--- src/smt_pkg.sv ---
/*
 package for the supply monitor and trim register block.
 assumes a byte-wide register port with address, write strobe and read data.
*/
`default_nettype none
package smt_pkg;
    // ---------------------------------------------------------------
    // register map
    // ---------------------------------------------------------------
    localparam logic [7:0] SMT_ADDR_MAIN_SUPPLY = 8'h09;
    localparam logic [7:0] SMT_ADDR_BATT_TRIP   = 8'h0a;
    localparam logic [7:0] SMT_ADDR_TRIM        = 8'h0b;
    localparam logic [7:0] SMT_ADDR_STATUS      = 8'h07;

    localparam int SMT_CLEAR_BIT   = 7;
    localparam int SMT_DISCON_BIT  = 6;
    localparam int SMT_TRIM_LSB    = 6;

    localparam logic [7:0] SMT_MAIN_RESET = 8'h00;
    localparam logic [7:0] SMT_BATT_RESET = 8'h00;
    localparam logic [7:0] SMT_TRIM_RESET = 8'h00;
    localparam logic [7:0] SMT_MAIN_MASK  = 8'h87;
    localparam logic [7:0] SMT_BATT_MASK  = 8'h7f;

    // status bit positions
    localparam int SMT_ST_MAIN_LOW  = 3;
    localparam int SMT_ST_BATT1_LOW = 2;
    localparam int SMT_ST_BATT2_LOW = 1;

    // ---------------------------------------------------------------
    // trip codes
    // ---------------------------------------------------------------
    localparam logic [2:0] SMT_MAIN_CODE_MAX = 3'h5;
    localparam logic [2:0] SMT_BATT_CODE_MAX = 3'h6;

    // trim: prescaler of 32768 counts per second; 30.5 ppm is one count
    // in the 32768-count second, applied once per one-second period
    localparam int SMT_TICKS_PER_SEC = 32768;
    localparam logic [15:0] SMT_TICK_LAST = 16'h7fff;

    typedef enum logic [1:0] {
        SMT_TRIM_OFF  = 2'b00,
        SMT_TRIM_PLUS = 2'b01,
        SMT_TRIM_ZERO = 2'b10,
        SMT_TRIM_MINUS = 2'b11
    } smt_trim_t;

    typedef struct packed {
        logic       req;
        logic       write;
        logic [7:0] addr;
        logic [7:0] wdata;
    } smt_bus_t;

    typedef struct packed {
        logic main_low;
        logic batt1_low;
        logic batt2_low;
    } smt_cmp_t;

    // per-level trip comparator input: comparator outputs, one per code
    typedef struct packed {
        logic [5:0] main_below;
        logic [6:0] batt1_below;
        logic [6:0] batt2_below;
    } smt_levels_t;

    function automatic logic smt_pick(input logic [6:0] below,
                                      input logic [2:0] code,
                                      input logic [2:0] code_max);
        smt_pick = (code <= code_max) ? below[code] : 1'b0;
    endfunction
endpackage
`default_nettype wire

--- src/smt_regs.sv ---
/*
 supply monitor and trim registers: supply control, battery trip control,
 initial trim setting, and the supply-related status flags.
 assumes a byte register port on core_clk, comparator levels from pins.
*/
// What this block does
// - setting stamp-clear bit clears both switchover stamps; bit resets zero.
// - main trip select picks one of six brownout levels.
// - main supply below chosen level sets main-supply-low flag.
// - writing one to disconnect bit detaches battery pin.
// - main supply power cycle clears disconnect bit, reconnects battery.
// - first battery trip select picks one of seven levels.
// - second battery trip select picks one of seven levels.
// - any of seven codes accepted without nominal battery check.
// - coarse trim codes: off, plus 30.5, zero, minus 30.5 ppm.
// - trim skips or inserts chain pulses, oscillator untouched.
// - digital plus analog trim spans +62.5 to -61.5 ppm.
// - battery below first level sets first low-battery flag.
// - battery below second level sets second low-battery flag.
`timescale 1ns/1ns
`default_nettype none
module smt_regs import smt_pkg::*; (
    input  wire logic        core_clk,
    input  wire logic        reset,
    input  wire smt_bus_t    bus_in,
    output var  logic [7:0]  rdata,
    input  wire smt_levels_t levels_in,
    input  wire logic        main_power_good,
    input  wire logic        status_clear,
    input  wire logic [5:0]  fine_analog_trim,
    input  wire logic        osc_tick,
    output var  logic        stamp_clear_pulse,
    output var  logic        battery_connect,
    output var  logic [2:0]  main_supply_trip_sel,
    output var  logic [2:0]  battery_first_trip_sel,
    output var  logic [2:0]  battery_second_trip_sel,
    output var  logic [1:0]  coarse_digital_trim,
    output var  logic [5:0]  analog_trim_out,
    output var  smt_cmp_t    flags,
    output var  logic        sec_tick
);
    typedef struct packed {
        logic [7:0]  main_ctl;
        logic [7:0]  batt_ctl;
        logic [7:0]  trim;
        smt_cmp_t    flags;
        logic        clear_pulse;
        logic        pg_seen_low;
        smt_levels_t lv_s1;
        smt_levels_t lv_s2;
        logic        pg_s1;
        logic        pg_s2;
        logic [7:0]  rdata;
    } smt_state_t;

    smt_state_t st_reg;
    smt_state_t st_next;
    logic       wr_main;
    logic       wr_batt;
    logic       wr_trim;
    smt_cmp_t   below;

    assign wr_main = bus_in.req && bus_in.write
                     && (bus_in.addr == SMT_ADDR_MAIN_SUPPLY);
    assign wr_batt = bus_in.req && bus_in.write
                     && (bus_in.addr == SMT_ADDR_BATT_TRIP);
    assign wr_trim = bus_in.req && bus_in.write
                     && (bus_in.addr == SMT_ADDR_TRIM);

    // ---------------------------------------------------------------
    // trip level selection from synchronised comparators
    // ---------------------------------------------------------------
    always_comb begin
        below.main_low  = smt_pick({1'b0, st_reg.lv_s2.main_below},
                                   st_reg.main_ctl[2:0],
                                   SMT_MAIN_CODE_MAX);
        below.batt1_low = smt_pick(st_reg.lv_s2.batt1_below,
                                   st_reg.batt_ctl[5:3],
                                   SMT_BATT_CODE_MAX);
        below.batt2_low = smt_pick(st_reg.lv_s2.batt2_below,
                                   st_reg.batt_ctl[2:0],
                                   SMT_BATT_CODE_MAX);
    end

    // ---------------------------------------------------------------
    // next state
    // ---------------------------------------------------------------
    always_comb begin
        st_next = st_reg;
        st_next.lv_s1 = levels_in;
        st_next.lv_s2 = st_reg.lv_s1;
        st_next.pg_s1 = main_power_good;
        st_next.pg_s2 = st_reg.pg_s1;
        st_next.clear_pulse = 1'b0;

        if (wr_main) begin
            st_next.main_ctl = bus_in.wdata & SMT_MAIN_MASK;
        end
        if (wr_batt) begin
            st_next.batt_ctl = bus_in.wdata & SMT_BATT_MASK;
        end
        if (wr_trim) begin
            st_next.trim = bus_in.wdata;
        end

        // stamp clear acts once, then the bit falls back to zero
        if (st_reg.main_ctl[SMT_CLEAR_BIT]) begin
            st_next.clear_pulse = 1'b1;
            if (!wr_main) begin
                st_next.main_ctl[SMT_CLEAR_BIT] = 1'b0;
            end
        end

        // main supply power cycle ends the disconnect
        if (!st_reg.pg_s2) begin
            st_next.pg_seen_low = 1'b1;
        end else if (st_reg.pg_seen_low) begin
            st_next.pg_seen_low = 1'b0;
            st_next.batt_ctl[SMT_DISCON_BIT] = 1'b0;
        end

        // sticky flags: set wins over clear
        if (status_clear) begin
            st_next.flags = '0;
        end
        if (below.main_low) begin
            st_next.flags.main_low = 1'b1;
        end
        if (below.batt1_low) begin
            st_next.flags.batt1_low = 1'b1;
        end
        if (below.batt2_low) begin
            st_next.flags.batt2_low = 1'b1;
        end

        st_next.rdata = 8'h00;
        if (bus_in.req && !bus_in.write) begin
            case (bus_in.addr)
                SMT_ADDR_MAIN_SUPPLY: st_next.rdata = st_reg.main_ctl;
                SMT_ADDR_BATT_TRIP:   st_next.rdata = st_reg.batt_ctl;
                SMT_ADDR_TRIM: begin
                    st_next.rdata = {st_reg.trim[7:SMT_TRIM_LSB],
                                     fine_analog_trim};
                end
                SMT_ADDR_STATUS: begin
                    st_next.rdata[SMT_ST_MAIN_LOW]  = st_reg.flags.main_low;
                    st_next.rdata[SMT_ST_BATT1_LOW] = st_reg.flags.batt1_low;
                    st_next.rdata[SMT_ST_BATT2_LOW] = st_reg.flags.batt2_low;
                end
                default: st_next.rdata = 8'h00;
            endcase
        end
    end

    always_ff @(posedge core_clk) begin
        if (reset) begin
            st_reg          <= '0;
            st_reg.main_ctl <= SMT_MAIN_RESET;
            st_reg.batt_ctl <= SMT_BATT_RESET;
            st_reg.trim     <= SMT_TRIM_RESET;
        end else begin
            st_reg <= st_next;
        end
    end

    // ---------------------------------------------------------------
    // outputs
    // ---------------------------------------------------------------
    assign rdata                   = st_reg.rdata;
    assign stamp_clear_pulse       = st_reg.clear_pulse;
    assign battery_connect         = !st_reg.batt_ctl[SMT_DISCON_BIT];
    assign main_supply_trip_sel    = st_reg.main_ctl[2:0];
    assign battery_first_trip_sel  = st_reg.batt_ctl[5:3];
    assign battery_second_trip_sel = st_reg.batt_ctl[2:0];
    assign coarse_digital_trim     = st_reg.trim[7:SMT_TRIM_LSB];
    // analog trim field passes through to the oscillator load; with the
    // coarse step this spans the full correction range
    assign analog_trim_out         = fine_analog_trim;
    assign flags                   = st_reg.flags;

    smt_trim_chain u_chain (
        .core_clk  (core_clk),
        .reset     (reset),
        .osc_tick  (osc_tick),
        .trim_code (st_reg.trim[7:SMT_TRIM_LSB]),
        .sec_tick  (sec_tick)
    );
endmodule // smt_regs
`default_nettype wire

--- src/smt_trim_chain.sv ---
/*
 coarse digital trim of the one-second timekeeping chain.
 assumes osc_tick is a one-cycle pulse per oscillator period, same clock.
*/
`timescale 1ns/1ns
`default_nettype none
module smt_trim_chain import smt_pkg::*; (
    input  wire logic       core_clk,
    input  wire logic       reset,
    input  wire logic       osc_tick,
    input  wire logic [1:0] trim_code,
    output var  logic       sec_tick
);
    typedef struct packed {
        logic [15:0] count;
        logic        pulse;
    } smt_chain_t;

    smt_chain_t st_reg;
    smt_chain_t st_next;
    smt_trim_t  mode;

    assign mode = smt_trim_t'(trim_code);

    // ---------------------------------------------------------------
    // pulse skip or insert once per second
    // ---------------------------------------------------------------
    always_comb begin
        st_next = st_reg;
        st_next.pulse = 1'b0;
        if (osc_tick) begin
            if (st_reg.count == SMT_TICK_LAST) begin
                st_next.pulse = 1'b1;
                case (mode)
                    // inserted pulse: next second one count short
                    SMT_TRIM_PLUS: st_next.count = 16'h0001;
                    // skipped pulse: next second one count long
                    SMT_TRIM_MINUS: st_next.count = 16'hffff;
                    default: st_next.count = 16'h0000;
                endcase
            end else begin
                st_next.count = st_reg.count + 16'h0001;
            end
        end
    end

    always_ff @(posedge core_clk) begin
        if (reset) begin
            st_reg <= '0;
        end else begin
            st_reg <= st_next;
        end
    end

    assign sec_tick = st_reg.pulse;
endmodule // smt_trim_chain
`default_nettype wire

--- config.mk ---
export PLATFORM = sky130hd
export DESIGN_NAME = smt_regs
export DESIGN_NICKNAME = d
export VERILOG_FILES = /design/src/smt_pkg.sv /design/src/smt_regs.sv /design/src/smt_trim_chain.sv
export SDC_FILE = /design/constraint.sdc
export NUM_CORES = 1
export LEC_CHECK = 0
export BUFFER_PORTS_ARGS = -buffer_cell sky130_fd_sc_hd__clkbuf_2
export CAP_MARGIN = 15
export CORE_UTILIZATION = 40
export CTS_CLUSTER_SIZE = 8
export DETAILED_ROUTE_END_ITERATION = 8
export GPL_TIMING_DRIVEN = 0
export HOLD_SLACK_MARGIN = 0.02
export PLACE_DENSITY = 0.7
export SLEW_MARGIN = 20
export SYNTH_ARGS = -nofsm -noshare
export SYNTH_HDL_FRONTEND = slang
export SYNTH_SLANG_ARGS = --single-unit
export TNS_END_PERCENT = 10
--- constraint.sdc ---
create_clock -name core_clk -period 2.17 [get_ports core_clk]
set_input_delay 0.5425 -clock core_clk [delete_from_list [all_inputs] [get_ports core_clk]]
set_output_delay 0.5425 -clock core_clk [all_outputs]
set_load 0.03 [all_outputs]
* Yosys cells after proc, flatten, opt, wreduce, memory -nomap -nowiden
Cells that the tools add are included. Widths: inputs -> output; s select.
Word-level totals: bits in registers 91, output and inout bits 31, logic and storage cells 76
Cells by class: add/subtract/negate cells 1, $lt $le $gt $ge 6, equal/unequal tests 7, muxes and demuxes 27, bitwise gates (word level) 2, reduce and logical (&&, ||, !) cells 12
Operators by type and width (count):
- $pmux 16 s2 | 1
- $eq 8x4->1 const B | 3
- $add 16x1->16 const B | 1
- $eq 16x15->1 const B | 1
- $mux 1 | 16
- $mux 16 | 1
- $lt 3x4->1 const B | 3
- $pmux 3 s4 | 1
- $pmux 4 s3 | 1
- $bmux 1 s3 | 3
- $le 3x3->1 const B | 3
- $eq 8x3->1 const B | 1
- $mux 8 | 1
- $mux 7 | 1
- $reduce_bool 2->1 | 3
- $logic_and 1x1->1 | 5
- $reduce_or 2->1 | 2
- $mux 3 | 1
- $pmux 1 s3 | 1
- $eq 2x1->1 const B | 1
- $eq 2x2->1 const B | 1
- $logic_not 1->1 | 2
- $not 1->1 | 2

* Logic depth before layout (Yosys ltp)
word-level depth 5, mapped depth 6, gate-level depth less buffers 5

* Cells and area by module
Synthesis repeated with hierarchy kept, for this count alone.
Unflattened totals: cell total of the unflattened synthesis 354, area total of the unflattened synthesis 3568.4 µm²
By module, submodules not included:
- smt_regs | times used 1, cells each 249, area each 2662.6 µm²
- smt_trim_chain | times used 1, cells each 105, area each 905.9 µm²

* Worst setup path before layout
OpenSTA, ideal clock, no wires.
path kind input to register, from input bus_in[13] (netlist name), to register st_reg[69] (netlist name), data arrival time 2.042 ns, data required time 2.037 ns, slack -0.005 ns, stages 5, path buffers 1, cell sequence or4_4 buf_6 nor4_4 mux2i_1 a211oi_2
On the way: word-level cells in the longest chain between the ends 5
Ends and longest elaborated chain:
- from (decl) | line smt_regs.sv:25 | input wire smt_bus_t bus_in,
- $eq 8x4->1 * | line smt_regs.sv:66 | && (bus_in.addr == SMT_ADDR_BATT_TRIP);
- $logic_and 1x1->1 * | line smt_regs.sv:66
- $mux 7 * | line smt_regs.sv:99 | if (wr_batt) begin
- $mux 1 | line smt_regs.sv:117 | end else if (st_reg.pg_seen_low) begin
- $mux 1 * | line smt_regs.sv:115 | if (!st_reg.pg_s2) begin
- to (signal assigned) | line smt_regs.sv:162 | st_reg <= st_next;
- to (decl) | line smt_regs.sv:56 | smt_state_t st_reg;
Every way passes the cells marked *; elsewhere a longest branch is shown, timed or not. A chain may end at the register's enable or synchronous reset.

* Worst setup path in the final report
Ends and elaborated chain as after synthesis.

==> flow_summary.toml <==
[cts]
htreeDepth = 3
cts_root_buffer = "clkbuf_8"
cts_buffers = 9
cts_hold_buf = 0
clkLatencyLatePin_ns = 0.36
clockBufferDepth = 2
cts_tree = "done"
cts.sinks = 85
cts.clk_slew.worst_paths_ns = 0.09

[placement]
port_buffers = 79
post-place-cells = 535
gp_congestion = 0.862
place_area_um2 = 4020
hpwl_mm = 5.44

[synth]
ys_warn_count = 0
synth_cell_types = 46
synth_seq_area_share_pct = 48.7
synth_area_per_cell_um2 = 9.95
synth_cells = 351
syn_nets = 401
async_flop_share_pct = 0
ys_seq_elements = 85
synth_ff_type = "dfxtp_1"
synth_edf_count = 0
syn_area_um2 = 3490

[finish]
area_growth_pct = 21.8
layout-drive-gt1-share_pct = 31.1
multiInputGateArea_um2 = 1490
design_area_um2 = 4250
nFillCells = 782
stdcell_count = 552
regArea_um2 = 1700
largest_reg_flops = 24
fin_nets = 492
diodes = 0

[detailed_routing]
num_vias = 2730
drtPass1Iterations = 4
wl_per_cell_um = 13.3
ant_nets = 0
drt_iter0_drc = 119
drt-total-wl_mm = 7.35
drc_errors = 0
viasPerCell = 4.95

[timing]
period_needed_ns = 2.03
clock_skew_ns = 0.0112
tightest_slew_ns = 0.657
slew_headroom_pct = 55.9
rsz0062_at_grt = "no"
finalCritPeriodShare_pct = 93.4
setup_viol = 0
fmax_ghz = 0.493
final-hold-violation-count = 0
slew_viol_final = 0

[worst_hold_path]
hp-class = "in2reg"

[critical_path]
cp-end-kind = "flip-flop"
crit_path_start_kind = "primary input"
cp_max_fo = 7
crit_arrival_ns = 2.25
path_class = "in2reg"
cp.required_ns = 2.39

[power_and_ir_drop]
sequentialPowerShare_pct = 53.8
p_leak_nw = 1.72
powerDensity_nw_per_um2 = 706
ir_drop_v = 0.000389
combPwrFrac_pct = 6.6
clock_power_share_pct = 39.6
p_int_mw = 2.26
switchingPower_uw = 744
switching_share_pct = 24.8

[global_routing]
grt.total_usage_pct = 17.4
gr-total-overflow = 0
grt_pass1_vias = 2584
antenna_found_initial = 0
grt_max_degree = 18
grt_pass1_wl_mm = 12.0

[floorplanning]
fp.dieW_um = 95.4
chipHeight_um = 95.4
design.core.area_um2 = 8340
dieArea_um2 = 9100
ioPinCount = 80
rows = 33
start_util_pct = 41.9

[flow_run]
cap_violations = 0

[outcome]
status = "complete, no violations"
==> metal layers <==
layer	track usage, %	routed length (µm)	vias up
li1	-	-	1383
met2	27.6	3340	82
met4	8.08	144	0
met1	22.8	3500	1255
met5	0	0	-
met3	3.51	365	10
==> power by group through the flow <==
| stage | combinational (mW) | sequential [mW] | clock (mW) |
|---|---|---|---|
| after detailed placement | 0.200 | 1.65 | 0 |
| after global placement | 0.197 | 1.65 | 0 |
| after global routing | 0.218 | 1.62 | 1.29 |
| after floorplan | 0.119 | 1.65 | 0 |
| after CTS | 0.200 | 1.62 | 1.23 |
| final | 0.197 | 1.62 | 1.19 |
==> cells in the final DEF (no fill, tap or decap), types with 2 or more instances in the layout <==
| cell | n |
|---|---|
| o32ai_1 | 2 |
| inv_8 | 2 |
| nor3_1 | 4 |
| inv_1 | 10 |
| a22o_1 | 2 |
| o21ai_0 | 10 |
| mux2_2 | 4 |
| and3_1 | 5 |
| a311oi_1 | 3 |
| o2bb2ai_1 | 4 |
| nor2_1 | 26 |
| mux2i_1 | 20 |
| nand3b_1 | 3 |
| nor4_4 | 2 |
| clkbuf_2 | 80 |
| dfxtp_1 | 85 |
| nor4_1 | 4 |
| and3b_1 | 2 |
| clkbuf_8 | 9 |
| inv_6 | 2 |
| mux4_2 | 3 |
| o211ai_1 | 2 |
| nand4_1 | 5 |
| a21oi_1 | 11 |
| a211oi_1 | 5 |
| nor2b_1 | 50 |
| a41oi_1 | 3 |
| buf_4 | 29 |
| nand2_1 | 8 |
| a22oi_1 | 6 |
| clkbuf_1 | 12 |
| nand3_1 | 6 |
| nand2b_1 | 8 |
==> worst paths after layout <==
check / startpoint / endpoint / slack (ns) / cells past startpoint
hold reg to reg: st_next[23]$_SDFF_PP0_ / st_reg[23]$_SDFF_PP0_ / 0.44 / 1
setup reg to reg: u_chain.st_reg[8]$_SDFFE_PP0P_ / u_chain.st_reg[10]$_SDFFE_PP0P_ / 0.27 / 6
setup / recovery: bus_in[13] / st_reg[69]$_SDFF_PP0_ / 0.14 / 6
hold / removal: levels_in[16] / st_next[26]$_SDFF_PP0_ / 0.38 / 2
==> timing repair <==
action / CTS / global route
pin swaps: 0 / 1
setup endpoints to repair: 6 / 6
resized for setup: 1 / 2
buffers inserted: 0 / 1
==> Yosys cell counts (all sizes together) (2+ instances only) <==
master	count	area [µm²]
nand2	8	30.0
nand3	6	30.0
nor2b	50	313
nor4	7	71.3
inv	10	37.5
mux2	4	45.0
clkbuf	13	48.8
mux4	3	67.6
o21ai	10	50.1
o2bb2ai	4	35.0
mux2i	20	200
o211ai	2	15.0
nor3	4	20.0
o32ai	2	17.5
nand4	5	31.3
a21oi	11	55.1
buf	29	221
a22oi	6	45.0
a22o	2	17.5
nor2	26	97.6
and3	5	31.3
nand3b	3	22.5
a41oi	3	26.3
dfxtp	85	1700
nand2b	8	50.1
a211oi	6	50.1
and3b	2	17.5
a311oi	3	26.3
==> cell families (layout without fill, tap and decap cells) <==
| group | count (synthesis) | in the layout | share of synthesized area (%) |
|---|---|---|---|
| AND/OR/NAND/NOR | 130 | 130 | 21.8 |
| flip-flops | 85 | 85 | 48.7 |
| AO/OA/AOI/OAI | 55 | 55 | 11.1 |
| buffers and inverters | 52 | 148 | 8.82 |
| multiplexers | 27 | 27 | 8.96 |
| adder cells (fa/ha/maj) | 1 | 1 | 0.358 |
| XOR/XNOR | 1 | 1 | 0.251 |
==> stage by stage <==
stage	worst slack (ns)	setup TNS, ns	total power, mW	util, %	hold WS, ns
final	0.143	0	3.00	51.0	0.383
after global routing	0.0567	0	3.12	51.0	0.380
after CTS	0.0294	0	3.04	50.9	0.370
after detailed placement	-0.225	-1.79	1.85	48.2	0.420
after global placement	-0.213	-1.78	1.85	48.2	0.411
after floorplan	0.0530	0	1.77	-	0.397
==> critical path, stage by stage <==
cell and delay (ns):
clkbuf_2 0.08, or4_4 0.52, buf_6 0.15, nor4_4 0.56
mux2i_1 0.32, a211oi_2 0.07
==> final cells by class <==
cell class | instances | share of cell area, %
Clock buffer | 9 | 2.91
Inverter | 10 | 0.883
Sequential cell | 85 | 40.0
Multi-Input combinational cell | 214 | 35.1
Tap cell | 105 | 3.09
Buffer | 42 | 6.39
Timing Repair Buffer | 80 | 9.48
Clock inverter | 7 | 2.15
(Power assumes the default switching activity.)
